$ cat src/verilog/dsa_pkg.sv
// package: constants and carriers for the drive status assembler
package dsa_pkg;
   // ---------------------------------------------------------------
   // register bus offsets
   // ---------------------------------------------------------------
   localparam logic [3:0] ADDR_STATUS_IN = 4'h0;
   localparam logic [3:0] ADDR_INPUT_CTL = 4'h1;
   localparam logic [3:0] ADDR_FILE_CTL = 4'h2;
   localparam logic [3:0] ADDR_BUS_OUT = 4'h3;
   localparam logic [3:0] ADDR_ORIENT_LO = 4'h4;
   localparam logic [3:0] ADDR_ORIENT_HI = 4'h5;
   localparam logic [3:0] ADDR_BRANCH = 4'h6;
   // ---------------------------------------------------------------
   // field positions
   // ---------------------------------------------------------------
   localparam int ICR_BR_LO = 0;
   localparam int ICR_TAG_GATE = 2;
   localparam int ICR_TAG_LO = 4;
   localparam int FCR_LOCK_REF = 0;
   localparam int FCR_LOCK_DATA = 1;
   localparam int FCR_SYNC = 6;
   localparam int FCR_UNIT_SEL = 7;
   localparam int BOR_SAVE_SECTOR = 7;
   // ---------------------------------------------------------------
   // reset values and codes
   // ---------------------------------------------------------------
   localparam logic [7:0] REG_RESET = 8'h00;
   localparam logic [3:0] TAG_OPERATE = 4'hC;
   localparam logic [15:0] ORIENT_PRESET = 16'h0010;
   localparam logic [15:0] ORIENT_HIT = 16'h1A3F;
   localparam logic [15:0] ORIENT_ZERO = 16'h0000;
   localparam logic [2:0] SERVO_MISS_MAX = 3'h0;
   localparam logic [3:0] SERVO_MISS_LIMIT = 4'hE;
   // servo cell time 1.24 us; a miss counts once per missed cell
   localparam int SERVO_CELL_NS = 1240;
   localparam int CLK_NS = 10;
   localparam int SERVO_CELL_CYC = (SERVO_CELL_NS + CLK_NS - 1) / CLK_NS;
   // ---------------------------------------------------------------
   // select codes
   // ---------------------------------------------------------------
   typedef enum logic [3:0] {
      SEL_FAR_LO = 4'h0, SEL_FAR_HI = 4'h1, SEL_PHYS = 4'h2, SEL_NONE3 = 4'h3,
      SEL_CHAN = 4'h4, SEL_RW = 4'h5, SEL_ECC = 4'h6, SEL_DRIVE = 4'h7,
      SEL_HARD1 = 4'h8, SEL_HARD2 = 4'h9, SEL_ADDR = 4'hA, SEL_CTLSW = 4'hB,
      SEL_DATASW = 4'hC, SEL_CHPTR = 4'hD, SEL_NONEE = 4'hE, SEL_CASS = 4'hF
   } dsa_sel_e;
   // status inputs gathered from the controller
   typedef struct packed {
      logic [11:0] fault_address;
      logic phys_addr;
      logic [4:0] chan_err;
      logic [5:0] rw_err;
      logic [3:0] ecc_err;
      logic [6:0] hard1;
      logic [1:0] hard2;
      logic [1:0] log_addr;
      logic chan_sel;
      logic [1:0] chan_disable_switch;
      logic [3:0] func_sw;
      logic single_cu;
      logic mch_inactive;
      logic exec_rpt;
      logic ce_position;
      logic [7:0] data_sw;
      logic switched_b;
      logic [4:0] cassette;
   } dsa_stat_s;
   // drive side inputs
   typedef struct packed {
      logic [7:0] bus_in;
      logic bus_in_par;
      logic [5:0] drive_sel;
      logic tag_valid;
      logic device_check;
      logic servo_clk;
   } dsa_drv_s;
endpackage : dsa_pkg

$ cat src/verilog/dsa_top.sv
// design: status input assembler and orientation counter
`timescale 1ns/1ps
`default_nettype none
// How it works
// - tag gate set: drive bus-in goes into status input register
// - tag gate clear: tag field selects internal status group
// - status register loads every clock-D; no result bus path
// - code 4: buffer parity and channel timing faults
// - code 5: write, read, bit ring and compensation checks
// - code 5 bits 5-7: servo miss over 14, 2F frequency, phase
// - code 6: error-correction faults
// - code 7: position, tag invalid, device check, bus-in parity
// - position code bad unless exactly three of six lines active
// - code A: logical address and selected channel disabled
// - code B: switches, indications; bit 7 zero in engineer position
// - code D bit 5 channel B; code C data switches
// - code F: cassette status bits
// - save-sector with operate tag presets counter to 10 hex
// - counter steps once per two bytes during retry
// - both lock bits open the hit window for the branch
// - at 1A3F raise hit and return counter to zero
// - hit repeats each revolution while retry lasts
// - sync bit cancels both lock bits to the oscillator
// - file control bit 7 drives unit select
module dsa_top
   import dsa_pkg::*;
(
   // clock, reset, enable
   input wire logic CLK_SYS,
   input wire logic SRST,
   input wire logic CE,
   // register port
   input wire logic [3:0] ADDR,
   input wire logic [7:0] WDATA,
   input wire logic WR,
   input wire logic RD,
   output logic [7:0] RDATA,
   // timing
   input wire logic CLOCK_D,
   input wire logic BYTE_PAIR,
   // status groups and drive
   input wire dsa_stat_s STAT,
   input wire dsa_drv_s DRV,
   input wire logic VFO_FREQ_ERR,
   input wire logic VFO_PHASE_ERR,
   // drive outputs
   output logic [3:0] TAG_OUT,
   output logic TAG_GATE,
   output logic [7:0] BUS_OUT,
   output logic UNIT_SELECT,
   output logic GATE_REF,
   output logic GATE_DATA,
   // branch
   output logic HIT,
   output logic COMPARE_BRANCH
);
   // ---------------------------------------------------------------
   // registers and synchronisers
   // ---------------------------------------------------------------
   logic [7:0] icr_q;
   logic [7:0] fcr_q;
   logic [7:0] bor_q;
   logic [7:0] status_q;
   logic [7:0] status_d;
   logic [15:0] orient_q;
   logic hit_q;
   logic [7:0] rdata_q;
   dsa_drv_s drv_m_q;
   dsa_drv_s drv_s_q;
   logic [2:0] pos_cnt;
   logic pos_bad;
   logic par_bad;
   logic [3:0] miss_q;
   logic [7:0] cell_q;
   logic servo_prev_q;
   logic servo_fail_q;
   logic tag_par_q;
   logic dev_chk_q;
   logic tag_inv_q;
   logic window;
   logic save_pulse;

   // two-flop capture of drive lines
   always_ff @(posedge CLK_SYS) begin
      if (SRST) begin
         drv_m_q <= '0;
         drv_s_q <= '0;
      end else if (CE) begin
         drv_m_q <= DRV;
         drv_s_q <= drv_m_q;
      end
   end

   // ---------------------------------------------------------------
   // software registers
   // ---------------------------------------------------------------
   always_ff @(posedge CLK_SYS) begin
      if (SRST) begin
         icr_q <= REG_RESET;
         fcr_q <= REG_RESET;
         bor_q <= REG_RESET;
      end else if (CE && WR) begin
         case (ADDR)
            ADDR_INPUT_CTL: icr_q <= WDATA;
            ADDR_FILE_CTL: fcr_q <= WDATA;
            ADDR_BUS_OUT: bor_q <= WDATA;
            default: ;
         endcase
      end
   end

   // save-sector seen on a bus-out write under operate tag
   assign save_pulse = WR && (ADDR == ADDR_BUS_OUT) && WDATA[BOR_SAVE_SECTOR]
      && icr_q[ICR_TAG_GATE] && (icr_q[ICR_TAG_LO+:4] == TAG_OPERATE);

   // read data, one cycle after strobe
   always_ff @(posedge CLK_SYS) begin
      if (SRST) begin
         rdata_q <= REG_RESET;
      end else if (CE) begin
         if (RD) begin
            case (ADDR)
               ADDR_STATUS_IN: rdata_q <= status_q;
               ADDR_INPUT_CTL: rdata_q <= icr_q;
               ADDR_FILE_CTL: rdata_q <= fcr_q;
               ADDR_BUS_OUT: rdata_q <= bor_q;
               ADDR_ORIENT_LO: rdata_q <= orient_q[7:0];
               ADDR_ORIENT_HI: rdata_q <= orient_q[15:8];
               ADDR_BRANCH: rdata_q <= {6'h00, window, hit_q};
               default: rdata_q <= REG_RESET;
            endcase
         end else begin
            rdata_q <= REG_RESET;
         end
      end
   end

   // ---------------------------------------------------------------
   // drive-side checks
   // ---------------------------------------------------------------
   // position code valid only with exactly three lines active
   always_comb begin
      pos_cnt = 3'h0;
      for (int i = 0; i < 6; i++) begin
         pos_cnt = pos_cnt + {2'h0, drv_s_q.drive_sel[i]};
      end
   end
   assign pos_bad = (pos_cnt != 3'h3);
   assign par_bad = ~(^{drv_s_q.bus_in, drv_s_q.bus_in_par});

   // bus-in parity check during listed tags, sticky until reset, held while gate is clear
   always_ff @(posedge CLK_SYS) begin
      if (SRST) begin
         tag_par_q <= 1'b0;
         tag_inv_q <= 1'b0;
         dev_chk_q <= 1'b0;
      end else if (CE) begin
         if (!icr_q[ICR_TAG_GATE]) begin
            tag_par_q <= tag_par_q;
         end else begin
            case (icr_q[ICR_TAG_LO+:4])
               4'h2, 4'h3, 4'h4, 4'h9, 4'hA, 4'hB, 4'hC:
                  tag_par_q <= tag_par_q | par_bad;
               default: ;
            endcase
            tag_inv_q <= tag_inv_q | ~drv_s_q.tag_valid;
            dev_chk_q <= dev_chk_q | drv_s_q.device_check;
         end
      end
   end

   // missing servo clock detector after drive selection
   always_ff @(posedge CLK_SYS) begin
      if (SRST) begin
         servo_prev_q <= 1'b0;
         cell_q <= 8'h00;
         miss_q <= 4'h0;
         servo_fail_q <= 1'b0;
      end else if (CE) begin
         servo_prev_q <= drv_s_q.servo_clk;
         if (!fcr_q[FCR_UNIT_SEL]) begin
            cell_q <= 8'h00;
            miss_q <= 4'h0;
            servo_fail_q <= 1'b0;
         end else if (drv_s_q.servo_clk && !servo_prev_q) begin
            cell_q <= 8'h00;
            miss_q <= 4'h0;
         end else if (cell_q == 8'(SERVO_CELL_CYC - 1)) begin
            cell_q <= 8'h00;
            if (miss_q >= SERVO_MISS_LIMIT) begin
               servo_fail_q <= 1'b1;
            end else begin
               miss_q <= miss_q + 4'h1;
            end
         end else begin
            cell_q <= cell_q + 8'h01;
         end
      end
   end

   // ---------------------------------------------------------------
   // status assembler
   // ---------------------------------------------------------------
   always_comb begin
      status_d = 8'h00;
      if (icr_q[ICR_TAG_GATE]) begin
         status_d = drv_s_q.bus_in;
      end else begin
         case (dsa_sel_e'(icr_q[ICR_TAG_LO+:4]))
            SEL_FAR_LO: status_d = {STAT.fault_address[5:0], 2'b00};
            SEL_FAR_HI: status_d = {2'b00, STAT.fault_address[11:6]};
            SEL_PHYS: status_d = {drv_s_q.drive_sel, STAT.phys_addr, 1'b0};
            SEL_CHAN: status_d = {2'b00, STAT.chan_err[4:3],
               STAT.chan_err[2:1], 1'b0, STAT.chan_err[0]};
            SEL_RW: status_d = {VFO_PHASE_ERR, VFO_FREQ_ERR, servo_fail_q,
               STAT.rw_err[3:0], 1'b0};
            SEL_ECC: status_d = {4'h0, STAT.ecc_err};
            SEL_DRIVE: status_d = {3'b000, tag_par_q, 1'b0, dev_chk_q,
               tag_inv_q, pos_bad};
            SEL_HARD1: status_d = {1'b0, STAT.hard1};
            SEL_HARD2: status_d = {6'h00, STAT.hard2};
            SEL_ADDR: status_d = {2'b00,
               STAT.chan_disable_switch[STAT.chan_sel], 3'b000,
               STAT.log_addr};
            SEL_CTLSW: status_d = {~STAT.ce_position, STAT.exec_rpt,
               STAT.mch_inactive, STAT.single_cu, STAT.func_sw};
            SEL_DATASW: status_d = STAT.data_sw;
            SEL_CHPTR: status_d = {2'b00, STAT.switched_b, 5'h00};
            SEL_CASS: status_d = {3'b000, STAT.cassette};
            default: status_d = 8'h00;
         endcase
      end
   end

   // status register loads on clock-D only
   always_ff @(posedge CLK_SYS) begin
      if (SRST) begin
         status_q <= REG_RESET;
      end else if (CE && CLOCK_D) begin
         status_q <= status_d;
      end
   end

   // ---------------------------------------------------------------
   // orientation counter
   // ---------------------------------------------------------------
   assign window = fcr_q[FCR_LOCK_REF] && fcr_q[FCR_LOCK_DATA];

   always_ff @(posedge CLK_SYS) begin
      if (SRST) begin
         orient_q <= ORIENT_ZERO;
         hit_q <= 1'b0;
      end else if (CE) begin
         hit_q <= 1'b0;
         if (save_pulse) begin
            orient_q <= ORIENT_PRESET;
         end else if (BYTE_PAIR) begin
            if (orient_q == ORIENT_HIT) begin
               orient_q <= ORIENT_ZERO;
               hit_q <= 1'b1;
            end else begin
               orient_q <= orient_q + 16'h0001;
            end
         end
      end
   end

   // ---------------------------------------------------------------
   // drive outputs
   // ---------------------------------------------------------------
   always_ff @(posedge CLK_SYS) begin
      if (SRST) begin
         TAG_OUT <= 4'h0;
         TAG_GATE <= 1'b0;
         BUS_OUT <= REG_RESET;
         UNIT_SELECT <= 1'b0;
         GATE_REF <= 1'b0;
         GATE_DATA <= 1'b0;
         HIT <= 1'b0;
         COMPARE_BRANCH <= 1'b0;
      end else if (CE) begin
         TAG_OUT <= icr_q[ICR_TAG_LO+:4];
         TAG_GATE <= icr_q[ICR_TAG_GATE];
         BUS_OUT <= bor_q;
         UNIT_SELECT <= fcr_q[FCR_UNIT_SEL];
         GATE_REF <= fcr_q[FCR_LOCK_REF] & ~fcr_q[FCR_SYNC];
         GATE_DATA <= fcr_q[FCR_LOCK_DATA] & ~fcr_q[FCR_SYNC];
         HIT <= hit_q;
         COMPARE_BRANCH <= hit_q & window;
      end
   end

   assign RDATA = rdata_q;
endmodule : dsa_top
`default_nettype wire

$ cat config.mk
export PLATFORM = sky130hd
export DESIGN_NAME = dsa_top
export DESIGN_NICKNAME = d
export VERILOG_FILES = /design/src/verilog/dsa_pkg.sv /design/src/verilog/dsa_top.sv
export SDC_FILE = /design/constraint.sdc
export NUM_CORES = 1
export LEC_CHECK = 0
export BUFFER_PORTS_ARGS = -buffer_cell sky130_fd_sc_hd__buf_4
export CORE_UTILIZATION = 40
export DETAILED_ROUTE_END_ITERATION = 16
export PLACE_DENSITY_LB_ADDON = 0.12
export SETUP_SLACK_MARGIN = 0.15
export SYNTH_ARGS = -nofsm -noshare
export SYNTH_HDL_FRONTEND = slang
export SYNTH_SLANG_ARGS = --single-unit
$ cat constraint.sdc
create_clock -name CLK_SYS -period 3.98 [get_ports CLK_SYS]
set_input_delay 0.398 -clock CLK_SYS [delete_from_list [all_inputs] [get_ports CLK_SYS]]
set_output_delay 0.398 -clock CLK_SYS [all_outputs]
set_load 0.01 [all_outputs]
== Yosys cells after proc, flatten, opt, wreduce, memory -nomap -nowiden ==
Index checks and enable logic that the tools add are counted.
W data, S select, Z words.

* Output and inout port bits: 26
* Input port bits: 103
* Flip-flop bits (word level): 128

* Bitwise operators: 10
* Reductions and logical operators: 22
* Add/subtract/negate cells: 8
* Order comparisons: 2
* Mux-type cells: 23
* Equal/unequal tests: 28

{| class="wikitable"
|+ Operators by type and width
! cell !! count
|-
| $pmux W8 S14 || 1
|-
| $pmux W8 S7 || 1
|-
| $mux W16 || 3
|-
| $mux W8 || 5
|-
| $eq A4 B3 Y1 const B || 7
|-
| $eq A4 B4 Y1 const B || 7
|-
| $add A16 B1 Y16 const B || 1
|-
| $eq A16 B13 Y1 const B || 1
|-
| $eq A4 B2 Y1 const B || 4
|-
| $mux W4 || 4
|-
| $reduce_and A2 Y1 || 5
|-
| $add A3 B1 Y3 || 3
|-
| $mux W1 || 9
|-
| $reduce_xor A9 Y1 || 1
|-
| $add A8 B1 Y8 const B || 1
|-
| $eq A4 B1 Y1 const B || 2
|-
| $eq A8 B7 Y1 const B || 1
|-
| $logic_and A1 B1 Y1 || 8
|-
| $logic_not A4 Y1 || 2
|-
| $reduce_or A7 Y1 || 1
|-
| $reduce_and A3 Y1 || 2
|-
| $add A4 B1 Y4 const B || 1
|-
| $ge A4 B4 Y1 const B || 1
|-
| $ne A2 B1 Y1 const B || 2
|-
| 13 further kinds || 20
|}

== Depth between registers and ports, before layout ==
* Word-level depth: 8
* Gate-level depth with buffers: 11
* Mapped depth without buffers: 11

== Worst setup path after synthesis ==
Ideal clock, no wire load.

* Path kind: reg2reg
* Start point: register drv_s_q[3] (netlist bit)
* End point: register status_q[0]
* Required time: 3.852 ns
* Arrival time: 2.489 ns
* Period minus slack after synthesis: 2.617 ns
* Path buffers: 0
* Stages on the path, launching flop included: 12
* Path slack: 1.363 ns
* Setup time: 0.128 ns
* Cells stage by stage: dfxtp_1 > inv_1 > fa_1 > fa_1 > inv_1 > ha_1 > inv_1 > fa_1 > nand3b_1 > a22o_1 > a21oi_1 > a21oi_1

* Longest elaborated chain between the ends: 8

{| class="wikitable"
|+ RTL lines
! element !! line !! source
|-
| start: declaration || dsa_top.sv:69 || <nowiki>dsa_drv_s drv_s_q;</nowiki>
|-
| start signal: assignment || dsa_top.sv:90 || <nowiki>drv_s_q <= drv_m_q;</nowiki>
|-
| $add A1 B1 Y2 || dsa_top.sv:145 || <nowiki>pos_cnt = pos_cnt + {2'h0, drv_s_q.drive_sel[i]};</nowiki>
|-
| $add A2 B1 Y3 || dsa_top.sv:145 ||
|-
| $add A3 B1 Y3 (3 in a row) || dsa_top.sv:145 ||
|-
| $ne A3 B2 Y1 || dsa_top.sv:148 || <nowiki>assign pos_bad = (pos_cnt != 3'h3);</nowiki>
|-
| $pmux W8 S14 || dsa_top.sv:209 || <nowiki>case (dsa_sel_e'(icr_q[ICR_TAG_LO+:4]))</nowiki>
|-
| $mux W8 || dsa_top.sv:206 || <nowiki>if (icr_q[ICR_TAG_GATE]) begin</nowiki>
|-
| end signal: assignment || dsa_top.sv:240 || <nowiki>status_q <= status_d;</nowiki>
|-
| end: declaration || dsa_top.sv:63 || <nowiki>logic [7:0] status_q;</nowiki>
|}

No other way between the ends.
A chain may end at the register's enable or synchronous reset.

== Final worst setup path ==
Ends and elaborated chain as after synthesis.

==> key figures <==
Clocking
  – TritonCTS Buffers: 17
  – Hold_buf cts: 0
  – CTS tree: yes
  – CTS sink count: 128
  – CTS H-tree depth: 4
  – PostCTS Resize Cnt: 0
  – Clock Tree Root: clkbuf_16
  – Worst skew pair latency: about 420 ps
  – Setup Buffers After CTS: 0
  – Clock-pin slew on the worst setup and hold paths: roughly 60 ps
  – CTS max path bufs: 2

Timing
  – Relative slew slack: about a quarter
  – Worst-Margin Slew: ~1100 ps
  – Setup_tns: 0 ps
  – RSZ-0062 raised after global routing: false
  – Fin Hold WS: 210 ps
  – Clock skew: 8.75 ps
  – Final-report max-slew violation count: 0
  – Setup WS post-layout: around 1100 ps
  – Fmax: 347 MHz
  – Period minus WS final: 2880 ps
  – Final setup vio count: 0
  – Final hold viol count: 0
  – Period utilization: 72.4%

Synth
  – Synth warn: 0
  – Syn Inst Count: 735
  – Flops & latches, synth: around 130
  – Most area-consuming cells after synthesis: dfxtp_1, mux2i_1, nor2_1
  – EDFF count, synth: 0
  – Seq/Total Area, Yosys: 39.2%
  – Post-synthesis cell area: 0.00653 mm^2
  – FFs w/ async S/R, synth: 0%
  – Count leader, synth: nor2_1
  – Primary FF master, synth: dfxtp_1
  – Unique masters post-synth: 73
  – Top cell type's share of synthesized area: 39.2%
  – Top post-synthesis cells by count: nor2_1, dfxtp_1, mux2i_1
  – Post-Syn Nets: 846
  – Post-synth top area cell: dfxtp_1
  – Avg Synthesized Cell Area: 8.89 um^2

Pwr
  – Pwr dens: 395 mW/mm^2
  – Leak: ~3.3 nW
  – Final Power: between 3 and 4 mW
  – Peak supply drop: 363 uV

Drt
  – DRT Wirelength: approximately 18,000 um
  – Drt first-iter violations: 388
  – Vias per std cell: around 5.4
  – Vias: 5,742
  – DRC violations left: 0
  – Detailed Routing Iterations Pass 1: 5
  – Remaining antenna violation count after routing: 0
  – Routed len/inst: 17.0 um

Setup path
  – Critical path class: flop to flop
  – CP Capture Type: flop
  – Critical path arrival: 3180 ps
  – CP max stage delay: 510 ps
  – Critical-path cell list: inv_1 -> fa_1 -> fa_1 -> inv_1 -> ha_1 -> inv_1 -> fa_1 -> nand3b_1 -> a22o_1 -> a21oi_1 -> a21oi_1
  – Crit path max-delay family: adder cells
  – Max Fanout on Critical Path: 3
  – WP buf/inv: 3
  – Slowest-stage cell, CP: fa_1
  – Startpoint Class: flop
  – Crit path required time: roughly 4300 ps

Floorplanning
  – Core area: about 0.016 mm^2
  – Num rows: between 40 and 50
  – Boundary pin count: 129
  – Die X: 130 um
  – Die height: 130 um
  – DIE AREA: 0.0168 mm^2
  – Starting density of the core: 41.0%

Outcome
  – Status: finished clean

Place
  – Placed cell count: 1,029
  – Placer Congestion: 0.899
  – Detailed placement HPWL: roughly 13,000 um
  – Post-place setup slack: 1130 ps
  – IO Port Bufs: 126

GRT
  – Largest net degree at the start of global routing: between 50 and 60
  – Gr usage total: 22.4%
  – Vias in the first global route: 5,667
  – GR Overflow Total: 0
  – Antenna violations before repair: 0
  – First-pass GRT wire length: between 20,000 and 30,000 um

Finish
  – Share of post-route cells with drive strength above 1: 22.7%
  – Final #Nets: 943
  – Non-filler cells, final: 1,061
  – Ant. Diodes: 0
  – Synth-to-Final Area Change: 24.9%

Flow run
  – Max-Cap Viols: 0

Hold path
  – Hold Crit Class: input port to flop
[stage by stage]
step	instance area [um^2]	utilization [%]
after CTS	8160	51.2
after global placement	7540	47.3
final	8160	51.2
after global routing	8160	51.2
after floorplan	6530	-
after detailed placement	7540	47.3
[flip-flops by register name (all words and copies together), names as in the netlist, 4 cells and up]
name	count
drv_m_q	18
drv_s_q	18
orient_q	16
BUS_OUT	8
RDATA	8
bor_q	8
cell_q	8
fcr_q	8
icr_q	8
status_q	8
TAG_OUT	4
miss_q	4
[power by group]
group / total (mW) / switching (mW) / internal [mW]
Combinational: 0.268 / 0.131 / 0.137
Clock: 1.62 / 0.576 / 1.05
Sequential: 1.33 / 0.0222 / 1.31
Total: 3.22 / 0.730 / 2.49
[logic make-up (layout without fill, tap and decap cells)]
| family | Yosys count | after routing | synth area share [%] |
|---|---|---|---|
| simple gates | 288 | 288 | 22.0 |
| flops | 128 | 128 | 39.2 |
| buf+inv | 78 | 188 | 5.55 |
| xor+xnor | 24 | 24 | 3.43 |
| mux | 94 | 94 | 15.3 |
| compound gates | 115 | 115 | 12.6 |
| fa+ha+maj | 8 | 8 | 1.88 |
[metal layers]
| metal | GRT usage (%) | wire length (um) |
|---|---|---|
| met5 | 0 | 0 |
| met2 | 37.8 | 8950 |
| met4 | 8.34 | 323 |
| met3 | 4.96 | 814 |
| met1 | 27.9 | 7980 |
[area by class of cell]
cell class | count | area [um^2]
fill | 1492 | 7780
multi-input combinational | 529 | 3610
sequential | 128 | 2560
timing repair buffer | 136 | 1020
clock buffer | 18 | 429
tap | 216 | 270
clock inverter | 14 | 189
inverter | 20 | 75.1
[worst reg2reg max path, stage by stage (launching register included)]
cell	delay (ps)
dfxtp_1	350
inv_1	70
fa_1	510
fa_1	500
inv_1	40
ha_1	160
inv_1	60
fa_1	390
nand3b_1	170
a22o_1	180
a21oi_1	220
a21oi_1	100
[placed cells by master (no fill, tap or decap), drive strengths merged, types with 4 or more instances in the layout]
master	n
and2	4
a21oi	31
a22oi	10
inv	21
xor2	14
dfxtp	128
mux2i	84
clkbuf	18
and3	6
nor3b	5
xnor2	9
nor2b	10
mux2	6
nor3	10
bufinv	4
nand3	21
o21ai	9
ha	5
clkinv	6
buf	136
nor2	136
a211oi	4
a31oi	10
a32oi	4
nand3b	9
nand4	12
nor4bb	4
a41oi	4
or3	4
o221ai	5
nor4	8
o22ai	7
nand2	39
mux4	4
and4	5
[worst paths after layout]
kind                            startpoint           to  slack, ps  depth (start not counted)
worst max-delay path            drv_s_q[3]  status_q[0]       1100                         11
worst min-delay path               DRV[15]  drv_m_q[15]        210                          3
worst max register to register  drv_s_q[3]  status_q[0]       1100                         11
worst min register to register   miss_q[3]    miss_q[3]        460                          2
Note: power is estimated with default switching activity, not from simulation.
